$ cat config.mk
export PLATFORM = sky130hd
export DESIGN_NAME = rcr_reset_cause_recorder
export DESIGN_NICKNAME = d
export VERILOG_FILES = /design/src/rtl/rcr_pkg.sv /design/src/rtl/rcr_apb_port.sv /design/src/rtl/rcr_reset_cause_recorder.sv
export SDC_FILE = /design/constraint.sdc
export NUM_CORES = 1
export LEC_CHECK = 0
export BUFFER_PORTS_ARGS = -buffer_cell sky130_fd_sc_hd__buf_2
export CELL_PAD_IN_SITES_DETAIL_PLACEMENT = 1
export CELL_PAD_IN_SITES_GLOBAL_PLACEMENT = 1
export CORE_MARGIN = 3
export CORE_UTILIZATION = 36
export DETAILED_ROUTE_END_ITERATION = 10
export GPL_ROUTABILITY_DRIVEN = 0
export HOLD_SLACK_MARGIN = 0.06
export PLACE_DENSITY_LB_ADDON = 0.1
export REMOVE_ABC_BUFFERS = 1
export SYNTH_ARGS = -nofsm -noshare
export SYNTH_HDL_FRONTEND = slang
export SYNTH_SLANG_ARGS = --single-unit
$ cat constraint.sdc
create_clock -name pclk -period 2.2 [get_ports pclk]
set_input_delay 0.44 -clock pclk [delete_from_list [all_inputs] [get_ports pclk]]
set_output_delay 0.44 -clock pclk [all_outputs]
set_load 0.005 [all_outputs]
$ cat src/rtl/rcr_pkg.sv
package rcr_pkg;

  // ----------------------------------------------------------------
  // register map (byte addresses, one aligned word each)
  // ----------------------------------------------------------------
  localparam logic [7:0] RCR_OFS_STATUS = 8'h00;
  localparam logic [7:0] RCR_OFS_CAUSE0 = 8'h04;
  localparam logic [7:0] RCR_OFS_CAUSE1 = 8'h08;
  localparam logic [7:0] RCR_OFS_BORCTL = 8'h0C;

  // register selector decoded from the address
  typedef enum {
    RCR_SEL_STATUS,
    RCR_SEL_CAUSE0,
    RCR_SEL_CAUSE1,
    RCR_SEL_BORCTL,
    RCR_SEL_NONE
  } rcr_sel_t;

  // ----------------------------------------------------------------
  // field positions
  // ----------------------------------------------------------------
  localparam int RCR_ST_TIMEOUT = 4;
  localparam int RCR_ST_PDOWN = 3;
  localparam int RCR_C0_STKOVF = 7;
  localparam int RCR_C0_STUNF = 6;
  localparam int RCR_C0_WINV = 5;
  localparam int RCR_C0_WDT = 4;
  localparam int RCR_C0_EXTPIN = 3;
  localparam int RCR_C0_RSTINS = 2;
  localparam int RCR_C0_POR = 1;
  localparam int RCR_C0_BOR = 0;
  localparam int RCR_C1_MEMVIO = 1;
  localparam int RCR_BC_SWEN = 7;
  localparam int RCR_BC_RDY = 0;

  // ----------------------------------------------------------------
  // reset values and vectors
  // ----------------------------------------------------------------
  localparam logic RCR_TIMEOUT_RST = 1'b1;
  localparam logic RCR_PDOWN_RST = 1'b1;
  localparam logic [7:0] RCR_CAUSE0_RST = 8'h3C;
  localparam logic RCR_MEMVIO_RST = 1'b1;
  localparam logic RCR_SWEN_RST = 1'b1;
  localparam logic [1:0] RCR_BORCFG_SW = 2'h1;
  localparam logic [1:0] RCR_BORCFG_OFF = 2'h0;
  localparam int RCR_PC_W = 15;
  localparam logic [RCR_PC_W-1:0] RCR_RESET_VECTOR = 15'h0000;
  localparam logic [RCR_PC_W-1:0] RCR_IRQ_VECTOR = 15'h0004;

endpackage

$ cat src/rtl/rcr_apb_port.sv
`timescale 1ns/100ps
// ------------------------------------------------------------------
// apb decode: zero wait states, error on unmapped address
// ------------------------------------------------------------------
module rcr_apb_port (
  input wire logic psel, // slave select
  input wire logic penable, // access phase
  input wire logic pwrite, // write direction
  input wire logic [7:0] paddr, // byte address
  output logic pready, // always ready
  output logic pslverr, // unmapped access
  output logic wr_en, // write strobe in access phase
  output logic setup, // setup phase of any transfer
  output rcr_pkg::rcr_sel_t sel // selected register
);
  import rcr_pkg::*;

  // address decode
  always_comb begin
    unique case (paddr)
      RCR_OFS_STATUS: sel = RCR_SEL_STATUS;
      RCR_OFS_CAUSE0: sel = RCR_SEL_CAUSE0;
      RCR_OFS_CAUSE1: sel = RCR_SEL_CAUSE1;
      RCR_OFS_BORCTL: sel = RCR_SEL_BORCTL;
      default: sel = RCR_SEL_NONE;
    endcase
  end

  // handshake terms
  assign pready = 1'b1;
  assign pslverr = psel && penable && (sel == RCR_SEL_NONE);
  assign wr_en = psel && penable && pwrite && (sel != RCR_SEL_NONE);
  assign setup = psel && !penable;

endmodule // rcr_apb_port

$ cat src/rtl/rcr_reset_cause_recorder.sv
`timescale 1ns/100ps
// Operation
// - a reset event updates cause flags in status and cause registers so software can tell what happened; of events in one cycle only the highest-priority one does.
// - power-on sets timeout and power-down, clears power-on, brown-out and stack flags, sets the rest; cause 0 reads 0011 1100.
// - power-down reads set after power-on; a sleep wake or a pin reset in sleep clears it while power-on stays cleared.
// - external pin reset while running clears the pin flag, sets the memory violation flag and loads the program counter with 0000h.
// - external pin reset while sleeping clears the pin flag, sets timeout, clears power-down, restarts at the vector.
// - watchdog expiry while sleeping wakes without reset, clears timeout and power-down, continues after sleep.
// - interrupt wake from sleep sets timeout, clears power-down, keeps other flags and resumes at the next instruction.
// - interrupt wake with global enable runs the next instruction, pushes the return address and vectors to 0004h.
// - with stack fault reset enabled, overflow resets, sets the overflow flag only and restarts at 0000h.
// - with stack fault reset enabled, underflow resets and sets the underflow flag only.
// - with brown-out field not 01 the software enable stays read/write but does not affect brown-out reset.
// - with brown-out field 01 the software enable turns brown-out reset on or off; it resets to one.
// - the brown-out ready bit reads one while the detector is active and zero while inactive.
module rcr_reset_cause_recorder #(
  parameter int PC_W = rcr_pkg::RCR_PC_W // program counter width
) (
  input wire logic pclk, // core clock
  input wire logic presetn, // power-on reset, active low
  input wire logic psel, // apb select
  input wire logic penable, // apb enable
  input wire logic pwrite, // apb direction
  input wire logic [7:0] paddr, // apb byte address
  input wire logic [31:0] pwdata, // apb write data
  output logic [31:0] prdata, // apb read data
  output logic pready, // apb ready
  output logic pslverr, // apb error
  input wire logic sleeping, // core is in sleep
  input wire logic ext_pin_event, // external reset pin asserted
  input wire logic brownout_detect, // supply below brown-out level
  input wire logic brownout_circuit_active, // brown-out detector running
  input wire logic [1:0] brownout_config_field, // configuration word field
  input wire logic wdt_expire_event, // watchdog timeout
  input wire logic wdt_window_event, // watchdog window violation
  input wire logic reset_instr_event, // reset instruction executed
  input wire logic stack_overflow_event, // stack overflow
  input wire logic stack_underflow_event, // stack underflow
  input wire logic stack_fault_reset_enable, // stack faults cause reset
  input wire logic mem_violation_event, // memory violation
  input wire logic interrupt_wake_event, // enabled interrupt while asleep
  input wire logic global_interrupt_enable, // global interrupt enable
  input wire logic [PC_W-1:0] pc_current, // address of current instruction
  output logic core_reset, // one-cycle core reset pulse
  output logic wake, // one-cycle wake pulse
  output logic pc_load, // one-cycle program counter load
  output logic [PC_W-1:0] pc_value, // program counter load value
  output logic stack_push, // one-cycle return address push
  output logic [PC_W-1:0] stack_push_addr, // return address
  output logic brownout_reset_enable // brown-out reset armed
);
  import rcr_pkg::*;

  // ----------------------------------------------------------------
  // bus port
  // ----------------------------------------------------------------
  logic wr_en;
  logic setup;
  rcr_sel_t sel;

  rcr_apb_port u_port (
    .psel(psel),
    .penable(penable),
    .pwrite(pwrite),
    .paddr(paddr),
    .pready(pready),
    .pslverr(pslverr),
    .wr_en(wr_en),
    .setup(setup),
    .sel(sel)
  );

  // ----------------------------------------------------------------
  // flag state
  // ----------------------------------------------------------------
  logic timeout_reg;
  logic timeout_next;
  logic pdown_reg;
  logic pdown_next;
  logic [7:0] cause0_reg;
  logic [7:0] cause0_next;
  logic memvio_reg;
  logic memvio_next;
  logic swen_reg;
  logic swen_next;
  logic bor_fire;
  logic ovf_fire;
  logic unf_fire;
  logic wdt_wake;
  logic wdt_reset;
  logic irq_wake;
  logic any_reset;

  // ----------------------------------------------------------------
  // helpers
  // ----------------------------------------------------------------
  // write strobe aimed at one register
  function automatic logic wr_hit(input logic strobe, input rcr_sel_t cur, input rcr_sel_t target);
    return strobe && (cur == target);
  endfunction

  // program counter advanced by a small step, wrapping at the counter width
  function automatic logic [PC_W-1:0] pc_step(input logic [PC_W-1:0] base, input logic [1:0] step);
    return base + PC_W'(step);
  endfunction

  // brown-out arming from configuration and software enable
  // software enable gates only with field 01
  assign brownout_reset_enable = (brownout_config_field == RCR_BORCFG_SW) ? swen_reg :
                                 (brownout_config_field != RCR_BORCFG_OFF);

  // qualified events
  assign bor_fire = brownout_detect && brownout_reset_enable;
  assign ovf_fire = stack_overflow_event && stack_fault_reset_enable;
  assign unf_fire = stack_underflow_event && stack_fault_reset_enable;
  assign wdt_wake = wdt_expire_event && sleeping;
  assign wdt_reset = wdt_expire_event && !sleeping;
  assign irq_wake = interrupt_wake_event && sleeping;
  assign any_reset = bor_fire || ext_pin_event || wdt_reset || wdt_window_event || reset_instr_event ||
                     ovf_fire || unf_fire || mem_violation_event;

  // next flag values: software write first, hardware event on top
  always_comb begin
    timeout_next = timeout_reg;
    pdown_next = pdown_reg;
    cause0_next = cause0_reg;
    memvio_next = memvio_reg;
    swen_next = swen_reg;
    if (wr_hit(wr_en, sel, RCR_SEL_CAUSE0)) begin
      cause0_next = pwdata[7:0];
    end
    if (wr_hit(wr_en, sel, RCR_SEL_CAUSE1)) begin
      memvio_next = pwdata[RCR_C1_MEMVIO];
    end
    if (wr_hit(wr_en, sel, RCR_SEL_BORCTL)) begin
      swen_next = pwdata[RCR_BC_SWEN];
    end
    if (bor_fire) begin
      // brown-out: power-on pattern, power-on flag kept
      timeout_next = 1'b1;
      pdown_next = 1'b1;
      cause0_next[RCR_C0_STKOVF] = 1'b0;
      cause0_next[RCR_C0_STUNF] = 1'b0;
      cause0_next[RCR_C0_WINV] = 1'b1;
      cause0_next[RCR_C0_WDT] = 1'b1;
      cause0_next[RCR_C0_EXTPIN] = 1'b1;
      cause0_next[RCR_C0_RSTINS] = 1'b1;
      cause0_next[RCR_C0_BOR] = 1'b0;
    end else if (ext_pin_event && !sleeping) begin
      cause0_next[RCR_C0_EXTPIN] = 1'b0;
      memvio_next = 1'b1;
    end else if (ext_pin_event) begin
      cause0_next[RCR_C0_EXTPIN] = 1'b0;
      timeout_next = 1'b1;
      pdown_next = 1'b0;
    end else if (wdt_reset) begin
      // watchdog reset while running
      timeout_next = 1'b0;
      cause0_next[RCR_C0_WDT] = 1'b0;
    end else if (wdt_wake) begin
      timeout_next = 1'b0;
      pdown_next = 1'b0;
    end else if (wdt_window_event) begin
      // window violation reset
      cause0_next[RCR_C0_WINV] = 1'b0;
    end else if (reset_instr_event) begin
      // reset instruction
      cause0_next[RCR_C0_RSTINS] = 1'b0;
    end else if (ovf_fire) begin
      cause0_next[RCR_C0_STKOVF] = 1'b1;
    end else if (unf_fire) begin
      cause0_next[RCR_C0_STUNF] = 1'b1;
    end else if (mem_violation_event) begin
      // memory violation clears its flag
      memvio_next = 1'b0;
    end else if (irq_wake) begin
      timeout_next = 1'b1;
      pdown_next = 1'b0;
    end
  end

  // status flags
  // power-on values
  always_ff @(posedge pclk or negedge presetn) begin
    if (!presetn) begin
      timeout_reg <= RCR_TIMEOUT_RST;
      pdown_reg <= RCR_PDOWN_RST;
    end else begin
      timeout_reg <= timeout_next;
      pdown_reg <= pdown_next;
    end
  end

  // cause flags
  // cause register power-on
  always_ff @(posedge pclk or negedge presetn) begin
    if (!presetn) begin
      cause0_reg <= RCR_CAUSE0_RST;
      memvio_reg <= RCR_MEMVIO_RST;
    end else begin
      cause0_reg <= cause0_next;
      memvio_reg <= memvio_next;
    end
  end

  // software brown-out enable
  // resets to one
  always_ff @(posedge pclk or negedge presetn) begin
    if (!presetn) begin
      swen_reg <= RCR_SWEN_RST;
    end else begin
      swen_reg <= swen_next;
    end
  end

  // ----------------------------------------------------------------
  // program counter and wake control
  // ----------------------------------------------------------------
  logic vector_pend_reg;
  logic [PC_W-1:0] ret_addr_reg;

  // reset and wake sequencing
  always_ff @(posedge pclk or negedge presetn) begin
    if (!presetn) begin
      core_reset <= 1'b0;
      wake <= 1'b0;
      pc_load <= 1'b0;
      pc_value <= RCR_RESET_VECTOR;
      stack_push <= 1'b0;
      stack_push_addr <= RCR_RESET_VECTOR;
      vector_pend_reg <= 1'b0;
      ret_addr_reg <= RCR_RESET_VECTOR;
    end else begin
      core_reset <= any_reset;
      wake <= 1'b0;
      pc_load <= 1'b0;
      stack_push <= 1'b0;
      if (any_reset) begin
        // reset vector load
        // a reset drops any pending interrupt vector
        pc_load <= 1'b1;
        pc_value <= RCR_RESET_VECTOR;
        vector_pend_reg <= 1'b0;
      end else if (wdt_wake || irq_wake) begin
        wake <= 1'b1;
        pc_load <= 1'b1;
        pc_value <= pc_step(pc_current, 2'h1);
        // return address is the instruction after the resumed one
        ret_addr_reg <= pc_step(pc_current, 2'h2);
        vector_pend_reg <= irq_wake && global_interrupt_enable;
      end else if (vector_pend_reg) begin
        pc_load <= 1'b1;
        pc_value <= RCR_IRQ_VECTOR;
        stack_push <= 1'b1;
        stack_push_addr <= ret_addr_reg;
        vector_pend_reg <= 1'b0;
      end
    end
  end

  // ----------------------------------------------------------------
  // read data, captured in the setup phase
  // ----------------------------------------------------------------
  always_ff @(posedge pclk or negedge presetn) begin
    if (!presetn) begin
      prdata <= 32'h0000_0000;
    end else if (setup) begin
      prdata <= 32'h0000_0000;
      // unused bits and unmapped reads return zero
      unique case (sel)
        RCR_SEL_STATUS: begin
          prdata[RCR_ST_TIMEOUT] <= timeout_reg;
          prdata[RCR_ST_PDOWN] <= pdown_reg;
        end
        RCR_SEL_CAUSE0: prdata[7:0] <= cause0_reg;
        RCR_SEL_CAUSE1: prdata[RCR_C1_MEMVIO] <= memvio_reg;
        RCR_SEL_BORCTL: begin
          prdata[RCR_BC_SWEN] <= swen_reg;
          prdata[RCR_BC_RDY] <= brownout_circuit_active;
        end
        RCR_SEL_NONE: prdata <= 32'h0000_0000;
      endcase
    end
  end

endmodule // rcr_reset_cause_recorder

### Word level (Yosys, flattened, before mapping)

Cells that the tools add are included.

| storage, ports and cells | value |
|---|---|
| bits of input ports | 75 |
| bits in registers | 70 |
| RAM bits | 0 |
| output and inout bits | 69 |
| logic and storage cells | 158 |
| memories kept | 0 |
| latch bits | 0 |
| bits in read-only memories | 0 |

| operators by class | value |
|---|---|
| add/subtract/negate cells | 2 |
| $lt $le $gt $ge | 0 |
| equal/unequal tests | 24 |
| muxes and demuxes | 75 |
| reduce and logical (&&, ||, !) cells | 38 |
| bitwise operators | 2 |
| shift operators | 0 |
| multiply operators | 0 |
| divide/modulo/power cells | 0 |

Operators with widths:

| cell | number |
|---|---|
| equality test 32 x 2 -> 1 bit, second input constant | 3 |
| equality test 32 x 3 -> 1 bit, second input constant | 2 |
| two-way mux 1 bit | 58 |
| two-way mux 15 bit | 3 |
| equality test 32 x 1 -> 1 bit, second input constant | 1 |
| zero test 32 bit | 1 |
| equality test 8 x 4 -> 1 bit, second input constant | 2 |
| logical AND 1 bit | 16 |
| adder 15 x 1 -> 15 bit, second input constant | 1 |
| adder 15 x 2 -> 15 bit, second input constant | 1 |
| inequality test 5 x 2 -> 1 bit, second input constant | 3 |
| inequality test 4 x 2 -> 1 bit, second input constant | 3 |
| case mux 3 bit (4 select lines) | 1 |
| inequality test 5 x 3 -> 1 bit, second input constant | 2 |
| equality test 8 x 3 -> 1 bit, second input constant | 1 |
| zero test 8 bit | 1 |
| logical OR 1 bit | 8 |
| two-way mux 4 bit | 2 |
| two-way mux 8 bit | 1 |
| inequality test 4 x 3 -> 1 bit, second input constant | 2 |
| AND reduction 8 bit | 1 |
| nonzero test 4 bit | 2 |
| AND reduction 7 bit | 1 |
| two-way mux 2 bit | 3 |
| 15 further kinds | 22 |

### Depth between registers and ports, before layout

Gate-level depths: netlist of the first run.

| logic depth | value |
|---|---|
| depth after elaboration | 16 |
| depth in mapped cells | 7 |
| gate-level depth less buffers | 6 |

### Modules after synthesis

Synthesis of the first run repeated with hierarchy kept, for this count alone.

| second synthesis, totals | value |
|---|---|
| cell total of the unflattened synthesis | 377 |
| area total of the unflattened synthesis | 4,145.2 um^2 |

By module, submodules not included:

| module | seq. area each (um^2) | instances | area an instance (um^2) | cells an instance |
|---|---|---|---|---|
| rcr_reset_cause_recorder | 1,761.7 | 1 | 3,849.9 | 337 |
| rcr_apb_port | 0.0 | 1 | 295.3 | 40 |

### Worst setup path before layout of the first run

OpenSTA, ideal clock, no wires.

| timing path | value |
|---|---|
| path type | input -> register |
| start | input port wdt_window_event |
| end | register stack_push_addr[10] |
| data arrival time | 1,981 ps |
| cell stages on the path | 6 |
| path buffers | 2 |
| setup time | 125 ps |
| required time | 2,075 ps |
| path slack | 95 ps |
| cell sequence | or3_4 -> a2111oi_4 -> and3_1 -> buf_6 -> buf_12 -> mux2_2 |

| on the way | value |
|---|---|
| cells in the longest elaborated chain, start to end | 7 |

Ends and longest elaborated chain:

| element | line | RTL |
|---|---|---|
| start: declaration | rcr_reset_cause_recorder.sv:35 | `input wire logic wdt_window_event,` |
| logical OR 1 bit (3 in a row) | rcr_reset_cause_recorder.sv:119 | `assign any_reset = bor_fire \|\| ext_pin_event \|\| wdt_reset \|\| wdt_window_event \|\| reset_instr_event \|\|` |
| logical OR 1 bit (2 in a row) | rcr_reset_cause_recorder.sv:120 | `ovf_fire \|\| unf_fire \|\| mem_violation_event;` |
| NOT 1 bit (no source line) | -- |  |
| AND reduction 3 bit (no source line) | -- |  |
| end signal: assignment | rcr_reset_cause_recorder.sv:255 | `stack_push_addr <= ret_addr_reg;` |
| end: declaration | rcr_reset_cause_recorder.sv:49 | `output logic [PC_W-1:0] stack_push_addr,` |

Every way passes these cells.
A chain may end at the register's enable or synchronous reset.

### Worst setup path after layout of the first run

| timing path | value |
|---|---|
| start | input port paddr[0] |
| end | output port pslverr |

| on the way | value |
|---|---|
| cells in the longest elaborated chain, start to end | 4 |
| elaborated cells on any way between the ends | 7 |
| those cells by class | 4 x eq/ne; 1 x mux; 2 x reduce/logical |

Ends and longest elaborated chain:

| element | line | RTL |
|---|---|---|
| start: declaration | rcr_reset_cause_recorder.sv:24 | `input wire logic [7:0] paddr,` |
| equality test 8 x 4 -> 1 bit (tied with other cells) | rcr_apb_port.sv:20 | `unique case (paddr)` |
| case mux 3 bit (4 select lines) (*) | rcr_apb_port.sv:20 |  |
| equality test 3 bit (*) | rcr_apb_port.sv:31 | `assign pslverr = psel && penable && (sel == RCR_SEL_NONE);` |
| logical AND 1 bit (*) | rcr_apb_port.sv:31 |  |
| end: declaration | rcr_reset_cause_recorder.sv:28 | `output logic pslverr,` |

Every way passes the cells marked *; elsewhere a longest branch is shown, timed or not.

==> reports/summary.txt, run 1 <==
FLOW RUN
----------------------------------------------------------------------------------------------------
Number of violations of the max-capacitance limit                                                  0

POWER
----------------------------------------------------------------------------------------------------
Standby leakage power                                                                       2.212 nW
VDD IR max                                                                               0.0003387 V
Power per standard cell area                                                            693.6 nW/µm²

STA
----------------------------------------------------------------------------------------------------
RSZ-0062 raised after global routing                                                           false
Final hold slack                                                                           0.1260 ns
Setup Skew                                                                                0.01173 ns
Worst-Margin Slew                                                                          0.5831 ns
Fraction of the cycle the final worst path needs                                              98.85%
Final Hold Fails                                                                                   0
Headroom to the max-slew limit                                                                60.77%
Final worst slack                                                                         0.02525 ns
Achievable frequency                                                                       459.8 MHz
Fin Setup TNS                                                                                   0 ns
Max-slew violation total from the final report                                                     0
Minimum clock period after layout                                                           2.175 ns
Number of setup violations in the final report                                                     0

CRITICAL PATH
----------------------------------------------------------------------------------------------------
Worst reg-to-reg path cell count                                                                   7
Data required, critical path                                                                 1.76 ns
Startpoint-to-endpoint class of the critical path                                          in -> out
Worst reg2reg startpoint                                                                    swen_reg
R2R setup slack                                                                              0.36 ns
Critical path launch point type                                                         primary input
Worst endpoint data arrival time                                                             1.73 ns
Maximum net fanout on the critical path                                                            3
Kind of end point of the critical path                                                  primary output
R2R Path End                                                                             pc_value[2]

CTS
----------------------------------------------------------------------------------------------------
Maximum count of clock buffers along a single path                                                 2
Number of clock buffers inserted by TritonCTS                                                      9
Worst skew pair latency                                                                      0.34 ns
Clock Sink Count                                                                                  70
Root buffer cell                                                                        sky130_fd_sc_hd__clkbuf_8
H-tree lvl count                                                                                   3
Clock tree from TritonCTS                                                                       done
Clock-pin slew reported for the worst setup and hold paths after clock tree synthesis        0.07 ns

FLOORPLAN
----------------------------------------------------------------------------------------------------
# IOs                                                                                            144
Die Footprint                                                                             10,980 µm²
Die W                                                                                       104.8 µm
Effective utilization at floorplan                                                            37.50%
Die height                                                                                  104.8 µm
Number of rows in the core area                                                                   35
Placeable core region                                                                       9371 µm²

GLOBAL ROUTE
----------------------------------------------------------------------------------------------------
Global router's overall resource usage                                                        16.10%
Overflow left after global routing                                                                 0
Via count of the first global-routing pass                                                     2,850
Antenna violations before repair                                                                   0
Wire length of the first global-routing pass                                               14,260 µm
Maximum number of pins on one net before global-route repair                                      71

STATUS
----------------------------------------------------------------------------------------------------
Outcome                                                                                 finished, final reports clean

ROUTING
----------------------------------------------------------------------------------------------------
Total via count in the routed design                                                           2,673
Wirelength, routed                                                                           8609 µm
Total iterations of the first detailed-routing run                                                 5
Violation count after the first detailed-route iteration                                          72
Number of vias per cell                                                                        4.731
Routed wire length per instance                                                             15.24 µm
Detailed-route DRC error count                                                                     0
Number of nets with antenna violations after detailed routing                                      0

PLACEMENT
----------------------------------------------------------------------------------------------------
Number of instances in the placed design                                                         548
DP Worst Slack                                                                           -0.02397 ns
Count of port buffers added during placement                                                      94
Post-DP HPWL                                                                                 6493 µm

SYNTH
----------------------------------------------------------------------------------------------------
Post-synthesis area per instance                                                           10.75 µm²
Count of mapped cells out of synthesis                                                           327
Most used flip-flop cell after synthesis                                                sky130_fd_sc_hd__dfrtp_1
Number of library cell types mapped by synthesis                                                  46
Dominant cell type by area after synthesis                                              sky130_fd_sc_hd__dfrtp_1
Async set-reset flop share out of synthesis                                                   100.0%
Most instantiated library cell after synthesis                                          sky130_fd_sc_hd__dfrtp_1
Post-synth top cells                                                                    sky130_fd_sc_hd__dfrtp_1 (62), sky130_fd_sc_hd__nand2_1 (50), sky130_fd_sc_hd__buf_4 (27)
Register bit total from synthesis                                                                 70
Area contributors post-synth                                                            sky130_fd_sc_hd__dfrtp_1 (44%), sky130_fd_sc_hd__dfstp_2 (6.0%), sky130_fd_sc_hd__buf_4 (5.8%)
Share of synthesized area occupied by flip-flops and latches                                  50.12%
Count of yosys warnings during synthesis                                                           0
Synthesized area                                                                            3515 µm²
Post-synth EDFFs                                                                                   0
Share of the synthesized area in the top cell type                                            44.14%

FINAL LAYOUT
----------------------------------------------------------------------------------------------------
Area delta synth->final                                                                       24.67%
Multi-input gate area                                                                       1526 µm²
Number of non-filler instances in the completed layout                                           565
Sequential cell area                                                                        1762 µm²
Post-layout net count                                                                            508
Proportion of layout cells with a drive suffix above 1                                        36.47%
Antenna cells                                                                                      0
Final Util                                                                                    46.76%
Fill cells                                                                                     1,120

MIN PATH
----------------------------------------------------------------------------------------------------
Class of the worst hold path                                                             in -> async

==> through the flow <==
| stage | instance area (µm²) | total power, mW |
|---|---|---|
| floorplan | 3306 | 1.537 |
| global placement | 4095 | 1.690 |
| detailed placement | 4095 | 1.700 |
| CTS | 4357 | 3.074 |
| global route | 4382 | 3.174 |
| finish | 4382 | 3.039 |
==> repair_timing <==
item                                    CTS  global route
buffers inserted                          0             1
hold buffers                              0             0
resized for setup                         0             3
endpoints found under the setup margin    0             1
==> kinds of logic after synthesis <==
group                    synth area share [%]
AO/OA/AOI/OAI                           10.86
XOR/XNOR                                6.230
adder cells (fa/ha/maj)                0.7119
buffers and inverters                   9.042
flip-flops                              50.12
multiplexers                            8.580
other                                  0.2137
AND/OR/NAND/NOR                         14.24
==> cell type report <==
type | instances | share of cell area (%)
repair buffers | 111 | 14.79
clock buffers | 10 | 2.913
multi-input cells | 233 | 34.84
flip-flops and latches | 70 | 40.21
inverters | 6 | 0.5140
clock inverters | 6 | 3.055
well taps | 129 | 3.684
==> critical path: stages <==
cell and delay (ns):
sky130_fd_sc_hd__buf_6 0.09, sky130_fd_sc_hd__or4_4 0.53, sky130_fd_sc_hd__or3_4 0.42, sky130_fd_sc_hd__and3_4 0.16
sky130_fd_sc_hd__buf_6 0.11
==> metal layers <==
metal  track usage, %  share of wire, %  up-vias
met5                0                 0        -
met4            5.623               1.3        0
met3            3.459               5.1        9
met2            26.99                48       84
met1            20.53                45     1289
li1                 -                 -     1291
==> power by group <==
| part | leakage (nW) | switching, mW | internal [mW] |
|---|---|---|---|
| Sequential | 0.927 | 0.0338 | 1.36 |
| Combinational | 1.15 | 0.161 | 0.116 |
| Clock | 0.130 | 0.497 | 0.869 |
==> how the worst max path moves through the flow <==
| stage | depth (start not counted) | to | slack [ns] | start |
|---|---|---|---|---|
| after floorplan | 3 | pc_value[2] | -0.46 | wdt_expire_event |
| after global placement | 6 | stack_push_addr[2] | -0.007 | wdt_window_event |
| after detailed placement | 6 | stack_push_addr[9] | -0.02 | wdt_window_event |
| after CTS | 5 | pslverr | 0.01 | paddr[7] |
| after global routing | 5 | pslverr | 0.006 | paddr[0] |
| final | 5 | pslverr | 0.03 | paddr[0] |
==> cells in the final DEF (no fill, tap or decap), drive strengths merged, types with 5 or more instances in the layout <==
cell type / count
nand4: 5
a22o: 12
nor3: 7
dfrtp: 62
nand3: 6
xnor2: 15
dfstp: 8
and3: 5
mux2: 17
inv: 5
o21ai: 25
clkbuf: 10
nor2: 7
mux2i: 11
xor2: 10
conb: 25
buf: 111
nand2: 51
Note: power is estimated with default switching activity, not from simulation.
==> run 2: changes to the inputs <==
--- a/config.mk
+++ b/config.mk
@@ -14,7 +14,6 @@
 export GPL_ROUTABILITY_DRIVEN = 0
 export HOLD_SLACK_MARGIN = 0.06
 export PLACE_DENSITY_LB_ADDON = 0.1
-export REMOVE_ABC_BUFFERS = 1
 export SYNTH_ARGS = -nofsm -noshare
 export SYNTH_HDL_FRONTEND = slang
 export SYNTH_SLANG_ARGS = --single-unit
==> run 2 against run 1 <==
Against the previous run: die area unchanged; worst setup slack lost 0.0023 ns; sequential power about the same; sequential share of layout area increased by 0.23 points; global-route usage decreased by 0.32 points; core utilization is 0.27 points lower; cell area shrank 0.57%; highest routed layer unchanged; combinational power hardly changed.
==> reports/summary.txt, run 2 (same netlist as run 1, synthesis figures left out) <==
CTS
----------------------------------------------------------------------------------------------------
Maximum count of clock buffers along a single path                                                 2   unchanged
Clock Sink Count                                                                                  70   unchanged
Root buffer cell                                                                        sky130_fd_sc_hd__clkbuf_8   unchanged
Clock tree from TritonCTS                                                                       done   unchanged
Number of clock buffers inserted by TritonCTS                                                      9   unchanged
Worst skew pair latency                                                                      0.34 ns   about the same
H-tree lvl count                                                                                   3   unchanged
Clock-pin slew reported for the worst setup and hold paths after clock tree synthesis        0.09 ns   was 0.07 ns

CRITICAL PATH
----------------------------------------------------------------------------------------------------
R2R Path End                                                                            stack_push_addr[8]   was pc_value[2]
R2R setup slack                                                                              0.27 ns   was 0.36 ns
Worst reg2reg startpoint                                                                    swen_reg   unchanged
Startpoint-to-endpoint class of the critical path                                          in -> out   unchanged
Data required, critical path                                                                 1.76 ns   about the same
Critical path launch point type                                                         primary input   unchanged
Kind of end point of the critical path                                                  primary output   unchanged
Maximum net fanout on the critical path                                                            4   was 3
Worst endpoint data arrival time                                                             1.74 ns   was 1.73 ns
Worst reg-to-reg path cell count                                                                   5   was 7

STA
----------------------------------------------------------------------------------------------------
Max-slew violation total from the final report                                                     0   unchanged
Final worst slack                                                                         0.02300 ns   was 0.02525 ns
Setup Skew                                                                                0.01502 ns   was 0.01173 ns
Headroom to the max-slew limit                                                                63.51%   was 60.77%
Worst-Margin Slew                                                                          0.5424 ns   was 0.5831 ns
Minimum clock period after layout                                                           2.177 ns   was 2.175 ns
Fraction of the cycle the final worst path needs                                              98.95%   was 98.85%
Achievable frequency                                                                       459.3 MHz   was 459.8 MHz
Final hold slack                                                                           0.3294 ns   was 0.1260 ns
Final Hold Fails                                                                                   0   unchanged
Number of setup violations in the final report                                                     0   unchanged
Fin Setup TNS                                                                                   0 ns   unchanged

POWER
----------------------------------------------------------------------------------------------------
Power per standard cell area                                                            695.8 nW/µm²   was 693.6 nW/µm²
P_int                                                                                       2.344 mW   was 2.347 mW
Switching power summed over all nets                                                       0.6879 mW   was 0.6919 mW
Share of total power in the clock network                                                      44.7%   was 44.9%
PnR Total Power                                                                             3.031 mW   was 3.039 mW
Part of the power in combinational logic                                                        9.1%   about the same
Standby leakage power                                                                       2.198 nW   was 2.212 nW
VDD IR max                                                                               0.0003404 V   was 0.0003387 V
Part of the power in registers                                                                 46.2%   was 46.0%
Switching share of total power                                                                22.69%   was 22.77%

ROUTING
----------------------------------------------------------------------------------------------------
Number of vias per cell                                                                        4.707   was 4.731
Wirelength, routed                                                                           8369 µm   was 8609 µm
Violation count after the first detailed-route iteration                                          52   was 72
Total via count in the routed design                                                           2,650   was 2,673
Detailed-route DRC error count                                                                     0   unchanged
Routed wire length per instance                                                             14.87 µm   was 15.24 µm
Number of nets with antenna violations after detailed routing                                      0   unchanged
Total iterations of the first detailed-routing run                                                 4   was 5

PLACEMENT
----------------------------------------------------------------------------------------------------
Count of port buffers added during placement                                                      94   unchanged
DP Worst Slack                                                                           -0.05829 ns   was -0.02397 ns
Number of instances in the placed design                                                         544   was 548
Placed standard-cell area                                                                   4065 µm²   was 4095 µm²
Post-DP HPWL                                                                                 6390 µm   was 6493 µm

GLOBAL ROUTE
----------------------------------------------------------------------------------------------------
Maximum number of pins on one net before global-route repair                                      54   was 71
Antenna violations before repair                                                                   0   unchanged
Wire length of the first global-routing pass                                               13,920 µm   was 14,260 µm
Global router's overall resource usage                                                        15.78%   was 16.10%
Via count of the first global-routing pass                                                     2,779   was 2,850
Overflow left after global routing                                                                 0   unchanged

FINAL LAYOUT
----------------------------------------------------------------------------------------------------
Area of all placed cells without fillers                                                    4357 µm²   was 4382 µm²
Final Util                                                                                    46.49%   was 46.76%
Fill cells                                                                                     1,105   was 1,120
Number of non-filler instances in the completed layout                                           563   was 565
Post-layout net count                                                                            506   was 508
Commonest cells after routing, fill and taps aside                                      sky130_fd_sc_hd__buf_2 (94), sky130_fd_sc_hd__dfrtp_1 (62), sky130_fd_sc_hd__nand2_1 (50), sky130_fd_sc_hd__o21ai_0 (25), sky130_fd_sc_hd__conb_1 (25)   was sky130_fd_sc_hd__buf_2 (92), sky130_fd_sc_hd__dfrtp_1 (62), sky130_fd_sc_hd__nand2_1 (50), sky130_fd_sc_hd__o21ai_0 (25), sky130_fd_sc_hd__conb_1 (25)
Area delta synth->final                                                                       23.96%   was 24.67%
Antenna cells                                                                                      0   unchanged
Commonest non-fill, non-tap cell in the layout                                          sky130_fd_sc_hd__buf_2   unchanged
Proportion of layout cells with a drive suffix above 1                                        35.94%   was 36.47%

FLOORPLAN
----------------------------------------------------------------------------------------------------
Die W                                                                                       104.8 µm   unchanged
Number of rows in the core area                                                                   35   unchanged
Die height                                                                                  104.8 µm   unchanged
Effective utilization at floorplan                                                            37.50%   unchanged
# IOs                                                                                            144   unchanged
Placeable core region                                                                       9371 µm²   unchanged
Die Footprint                                                                             10,980 µm²   unchanged

MIN PATH
----------------------------------------------------------------------------------------------------
Hold path cells                                                                                    3
Class of the worst hold path                                                               in -> reg   was in -> async
Endpoint with the worst hold slack                                                          swen_reg
Worst Min Path Start                                                                       pwdata[7]

STATUS
----------------------------------------------------------------------------------------------------
Outcome                                                                                 finished, final reports clean   unchanged

FLOW RUN
----------------------------------------------------------------------------------------------------
Number of violations of the max-capacitance limit                                                  0   unchanged

[run 2: cell types whose count changed in the layout (fill, tap and decap cells not counted)]
cell                            before  now
sky130_fd_sc_hd__dlygate4sd3_1       0    1
sky130_fd_sc_hd__buf_4              14   11
sky130_fd_sc_hd__buf_6               2    0
sky130_fd_sc_hd__buf_2              92   94
[run 2: what timing repair did]
| item | in CTS | in global routing |
|---|---|---|
| hold buffers | 1 | 0 |
| setup endpoints to repair | 0 | 1 |
| hold endpoints to repair | 7 | 0 |
| setup buffers | 0 | 2 |
| resized for setup | 0 | 1 |
[run 2: worst max-delay path, stage by stage]
cell                     delay [ns]
sky130_fd_sc_hd__buf_2         0.10
sky130_fd_sc_hd__or4_4         0.52
sky130_fd_sc_hd__or3_4         0.40
sky130_fd_sc_hd__and3_4        0.15
sky130_fd_sc_hd__buf_2         0.12
[run 2: how the worst max path moves through the flow]
stage,endpoint,cells past startpoint,slack (ns),startpoint
finish,pslverr,5,0.02,paddr[0]
CTS,pslverr,5,0.03,paddr[7]
global placement,stack_push_addr[2],6,-0.02,wdt_window_event
global route,pslverr,5,-0.01,paddr[0]
detailed placement,stack_push_addr[8],6,-0.06,wdt_window_event
floorplan,stack_push_addr[10],6,0.09,wdt_window_event
[run 2: final cells by class]
| class | count | area, µm² | area share, % |
|---|---|---|---|
| sequential | 70 | 1762 | 40.44 |
| multi-input combinational | 233 | 1526 | 35.04 |
| timing repair buffer | 109 | 623.1 | 14.30 |
| tap | 129 | 161.4 | 3.705 |
| clock inverter | 6 | 133.9 | 3.073 |
| clock buffer | 10 | 127.6 | 2.929 |
| inverter | 6 | 22.52 | 0.5169 |
[run 2: power groups by stage]
stage                     Combinational, mW  Clock (mW)  Sequential (mW)
after floorplan                       0.174           0             1.41
after global placement                0.269           0             1.42
after detailed placement              0.276           0             1.43
after CTS                             0.279        1.39             1.40
after global routing                  0.319        1.45             1.41
final                                 0.275        1.36             1.40
[run 2: layer usage]
metal  track usage (%)  vias up  share of wire, %
met5                 0        -                 0
met4             5.061        0               1.1
met3             2.656       10               4.1
met2             24.84       58                48
met1             22.20     1295                47
li1                  -     1287                 -
==> run 3: changes to the inputs <==
--- a/config.mk
+++ b/config.mk
@@ -5,15 +5,17 @@
 export SDC_FILE = /design/constraint.sdc
 export NUM_CORES = 1
 export LEC_CHECK = 0
+export ABC_AREA = 1
 export BUFFER_PORTS_ARGS = -buffer_cell sky130_fd_sc_hd__buf_2
 export CELL_PAD_IN_SITES_DETAIL_PLACEMENT = 1
 export CELL_PAD_IN_SITES_GLOBAL_PLACEMENT = 1
 export CORE_MARGIN = 3
-export CORE_UTILIZATION = 36
+export CORE_UTILIZATION = 35
 export DETAILED_ROUTE_END_ITERATION = 10
 export GPL_ROUTABILITY_DRIVEN = 0
 export HOLD_SLACK_MARGIN = 0.06
 export PLACE_DENSITY_LB_ADDON = 0.1
+export RECOVER_POWER = 25
 export SYNTH_ARGS = -nofsm -noshare
 export SYNTH_HDL_FRONTEND = slang
 export SYNTH_SLANG_ARGS = --single-unit
==> run 3 against run 2 <==
Against the previous run: combinational power up 31%; critical path depth rose by 1; cell count is 32% higher; via count grew 32%; global-route usage increased by 2.4 points; wire length grew 30%; clock power grew 24%; non-clock buffer count decreased by 7; sequential share of layout area decreased by 3.9 points; area after synthesis increased by 13%; flip-flop and latch count unchanged; clock-buffer cell count fell by 1; the run now ends with capacitance limit, slew limit left.
==> reports/summary.txt, run 3 <==
STATUS
----------------------------------------------------------------------------------------------------
Outcome                                                                                 complete, but fails checks   was finished, final reports clean
Failing checks                                                                          capacitance limit, slew limit

FINAL LAYOUT
----------------------------------------------------------------------------------------------------
Area delta synth->final                                                                       21.44%   was 23.96%
Number of non-filler instances in the completed layout                                           744   was 563
Fill cells                                                                                     1,404   was 1,105
Commonest cells after routing, fill and taps aside                                      sky130_fd_sc_hd__nand2_1 (166), sky130_fd_sc_hd__buf_2 (95), sky130_fd_sc_hd__dfrtp_1 (62), sky130_fd_sc_hd__nand3_1 (51), sky130_fd_sc_hd__inv_1 (42)   was sky130_fd_sc_hd__buf_2 (94), sky130_fd_sc_hd__dfrtp_1 (62), sky130_fd_sc_hd__nand2_1 (50), sky130_fd_sc_hd__o21ai_0 (25), sky130_fd_sc_hd__conb_1 (25)
Post-layout net count                                                                            676   was 506
Final Util                                                                                    43.88%   was 46.49%
Antenna cells                                                                                      0   unchanged
Commonest non-fill, non-tap cell in the layout                                          sky130_fd_sc_hd__nand2_1   was sky130_fd_sc_hd__buf_2
Area of all placed cells without fillers                                                    4820 µm²   was 4357 µm²
Proportion of layout cells with a drive suffix above 1                                        26.66%   was 35.94%

SYNTH
----------------------------------------------------------------------------------------------------
Post-synth EDFFs                                                                                   0   unchanged
Share of synthesized area occupied by flip-flops and latches                                  44.39%   was 50.12%
Share of the synthesized area in the top cell type                                            39.09%   was 44.14%
Count of mapped cells out of synthesis                                                           502   was 327
Dominant cell type by area after synthesis                                              sky130_fd_sc_hd__dfrtp_1   unchanged
Count of yosys warnings during synthesis                                                           0   unchanged
Number of library cell types mapped by synthesis                                                  35   was 46
Post-synth top cells                                                                    sky130_fd_sc_hd__nand2_1 (166), sky130_fd_sc_hd__dfrtp_1 (62), sky130_fd_sc_hd__nand3_1 (51)   was sky130_fd_sc_hd__dfrtp_1 (62), sky130_fd_sc_hd__nand2_1 (50), sky130_fd_sc_hd__buf_4 (27)
Most instantiated library cell after synthesis                                          sky130_fd_sc_hd__nand2_1   was sky130_fd_sc_hd__dfrtp_1
Area contributors post-synth                                                            sky130_fd_sc_hd__dfrtp_1 (39%), sky130_fd_sc_hd__nand2_1 (16%), sky130_fd_sc_hd__nand3_1 (6.4%)   was sky130_fd_sc_hd__dfrtp_1 (44%), sky130_fd_sc_hd__dfstp_2 (6.0%), sky130_fd_sc_hd__buf_4 (5.8%)
Post-synthesis area per instance                                                           7.906 µm²   was 10.75 µm²
Async set-reset flop share out of synthesis                                                   100.0%   unchanged
Register bit total from synthesis                                                                 70   unchanged
Most used flip-flop cell after synthesis                                                sky130_fd_sc_hd__dfrtp_1   unchanged
Synthesized area                                                                            3969 µm²   was 3515 µm²

CTS
----------------------------------------------------------------------------------------------------
Clock tree from TritonCTS                                                                       done   unchanged
Post-CTS repair timing setup buffer count                                                          0   unchanged
Clock Sink Count                                                                                  70   unchanged
Worst skew pair latency                                                                      0.34 ns   about the same
Post-CTS resize count                                                                              0   unchanged
Hold-fix buffers, CTS                                                                              0   was 1
Maximum count of clock buffers along a single path                                                 2   unchanged
H-tree lvl count                                                                                   3   unchanged
Root buffer cell                                                                        sky130_fd_sc_hd__clkbuf_16   was sky130_fd_sc_hd__clkbuf_8
Clock-pin slew reported for the worst setup and hold paths after clock tree synthesis        0.06 ns   was 0.09 ns
Number of clock buffers inserted by TritonCTS                                                      9   unchanged

CRITICAL PATH
----------------------------------------------------------------------------------------------------
Worst-path cell chain                                                                   buf_2, nor2_1, inv_1, o211ai_1, inv_1, buf_2   was buf_2, or4_4, or3_4, and3_4, buf_2
Worst endpoint data arrival time                                                             1.19 ns   was 1.74 ns
Top Family by Delay on Critical Path                                                    buffers and inverters   was simple AND/OR/NAND/NOR gates
Cell with the biggest individual delay on the critical path                             sky130_fd_sc_hd__nor2_1   was sky130_fd_sc_hd__or4_4
Startpoint-to-endpoint class of the critical path                                          in -> out   unchanged
Highest cell delay on the worst timing path                                                  0.22 ns   was 0.52 ns
Buf/Inv on CP                                                                                      4   was 2
Critical path launch point type                                                         primary input   unchanged
Maximum net fanout on the critical path                                                            4   unchanged
Kind of end point of the critical path                                                  primary output   unchanged
Data required, critical path                                                                 1.76 ns   about the same

GLOBAL ROUTE
----------------------------------------------------------------------------------------------------
Overflow left after global routing                                                                 0   unchanged
Via count of the first global-routing pass                                                     3,702   was 2,779
Maximum number of pins on one net before global-route repair                                      71   was 54
Antenna violations before repair                                                                   0   unchanged
Global router's overall resource usage                                                        18.17%   was 15.78%
Wire length of the first global-routing pass                                               18,490 µm   was 13,920 µm

FLOORPLAN
----------------------------------------------------------------------------------------------------
Die height                                                                                  112.5 µm   was 104.8 µm
Effective utilization at floorplan                                                            36.14%   was 37.50%
Placeable core region                                                                     10,980 µm²   was 9371 µm²
Die Footprint                                                                             12,650 µm²   was 10,980 µm²
Number of rows in the core area                                                                   38   was 35
# IOs                                                                                            144   unchanged
Die W                                                                                       112.5 µm   was 104.8 µm

STA
----------------------------------------------------------------------------------------------------
Max-slew violation total from the final report                                                    71   was 0
Final Hold Fails                                                                                   0   unchanged
Worst-Margin Slew                                                                           1.588 ns   was 0.5424 ns
Fin Setup TNS                                                                                   0 ns   unchanged
Fraction of the cycle the final worst path needs                                              74.01%   was 98.95%
RSZ-0062 raised after global routing                                                           false
Achievable frequency                                                                       614.2 MHz   was 459.3 MHz
Headroom to the max-slew limit                                                               -5.893%   was 63.51%
Number of setup violations in the final report                                                     0   unchanged
Setup Skew                                                                               0.005999 ns   was 0.01502 ns
Minimum clock period after layout                                                           1.628 ns   was 2.177 ns

ROUTING
----------------------------------------------------------------------------------------------------
Total via count in the routed design                                                           3,489   was 2,650
Detailed-route DRC error count                                                                     0   unchanged
Number of vias per cell                                                                        4.690   was 4.707
Total iterations of the first detailed-routing run                                                 4   unchanged
Wirelength, routed                                                                         10,910 µm   was 8369 µm
Routed wire length per instance                                                             14.66 µm   was 14.87 µm
Number of nets with antenna violations after detailed routing                                      0   unchanged
Violation count after the first detailed-route iteration                                         132   was 52

PLACEMENT
----------------------------------------------------------------------------------------------------
Number of instances in the placed design                                                         728   was 544
Count of port buffers added during placement                                                      94   unchanged
Post-DP HPWL                                                                                 8247 µm   was 6390 µm
Placed standard-cell area                                                                   4487 µm²   was 4065 µm²

FLOW RUN
----------------------------------------------------------------------------------------------------
Number of violations of the max-capacitance limit                                                  1   was 0

POWER
----------------------------------------------------------------------------------------------------
PnR Total Power                                                                             3.457 mW   was 3.031 mW
Standby leakage power                                                                       2.703 nW   was 2.198 nW
VDD IR max                                                                               0.0003058 V   was 0.0003404 V
Power per standard cell area                                                            717.3 nW/µm²   was 695.8 nW/µm²

MIN PATH
----------------------------------------------------------------------------------------------------
Class of the worst hold path                                                               in -> reg   unchanged

==> run 3: cell count changes after synthesis, moves of 8 or more <==
| cell | before | now |
|---|---|---|
| sky130_fd_sc_hd__a22o_1 | 12 | 0 |
| sky130_fd_sc_hd__nand3_1 | 6 | 51 |
| sky130_fd_sc_hd__o21ai_1 | 0 | 19 |
| sky130_fd_sc_hd__clkbuf_1 | 9 | 0 |
| sky130_fd_sc_hd__mux2_2 | 17 | 0 |
| sky130_fd_sc_hd__inv_1 | 5 | 42 |
| sky130_fd_sc_hd__o21ai_0 | 25 | 7 |
| sky130_fd_sc_hd__nand4_1 | 5 | 13 |
| sky130_fd_sc_hd__nand2_1 | 50 | 166 |
| sky130_fd_sc_hd__mux2i_1 | 11 | 0 |
| sky130_fd_sc_hd__nor2_1 | 6 | 29 |
| sky130_fd_sc_hd__xnor2_1 | 15 | 3 |
==> run 3: worst paths after layout <==
kind	depth (start not counted)	slack, ns	to	from
min in group asynchronous	2	0.61	prdata[7]	presetn
max in group asynchronous	2	0.64	core_reset	presetn
setup / recovery	6	0.57	pslverr	paddr[1]
setup reg to reg	9	0.68	stack_push_addr[14]	swen_reg
hold reg to reg	2	0.47	stack_push_addr[6]	stack_push_addr[6]
hold / removal	3	0.34	vector_pend_reg	global_interrupt_enable
==> run 3: cells by family after synthesis <==
family | count (synthesis) | share of synthesized area, %
other cells | 2 | 0.1892
buf+inv | 85 | 11.63
xor+xnor | 13 | 2.869
compound gates | 40 | 6.053
simple gates | 290 | 34.24
fa+ha+maj | 2 | 0.6304
flops | 70 | 44.39
==> run 3: metal layers <==
metal	track usage (%)	part of all wire, %
met1	24.33	46
met3	3.720	4.7
met4	5.128	1.2
met2	29.96	48
met5	0	0
==> run 3: power by group <==
part | switching, mW | internal, mW
clock | 0.582 | 1.11
sequential | 0.0370 | 1.37
combinational | 0.239 | 0.120
==> run 3: through the flow <==
| step | hold slack (ns) | setup slack (ns) |
|---|---|---|
| 6_report | 0.3435 | 0.5719 |
| 5_1_grt | 0.3504 | 0.2844 |
| 4_1_cts | 0.1480 | 0.5554 |
| 3_5_place_dp | 0.4599 | 0.4772 |
| 3_3_place_gp | 0.4561 | 0.5361 |
| 2_1_floorplan | 0.1444 | 0.8400 |
==> run 3: final cells by class <==
cell class	count	area [µm²]	area share [%]
tap	140	175.2	3.634
timing repair buffer	102	528.0	10.96
sequential	70	1762	36.55
clock buffer	9	225.2	4.673
clock inverter	7	122.6	2.544
inverter	46	175.2	3.634
multi-input combinational	370	1832	38.01
==> run 3: worst min-delay path: stages <==
cell	delay, ns
sky130_fd_sc_hd__buf_2	0.10
sky130_fd_sc_hd__nand2_1	0.07
sky130_fd_sc_hd__nor2_1	0.04
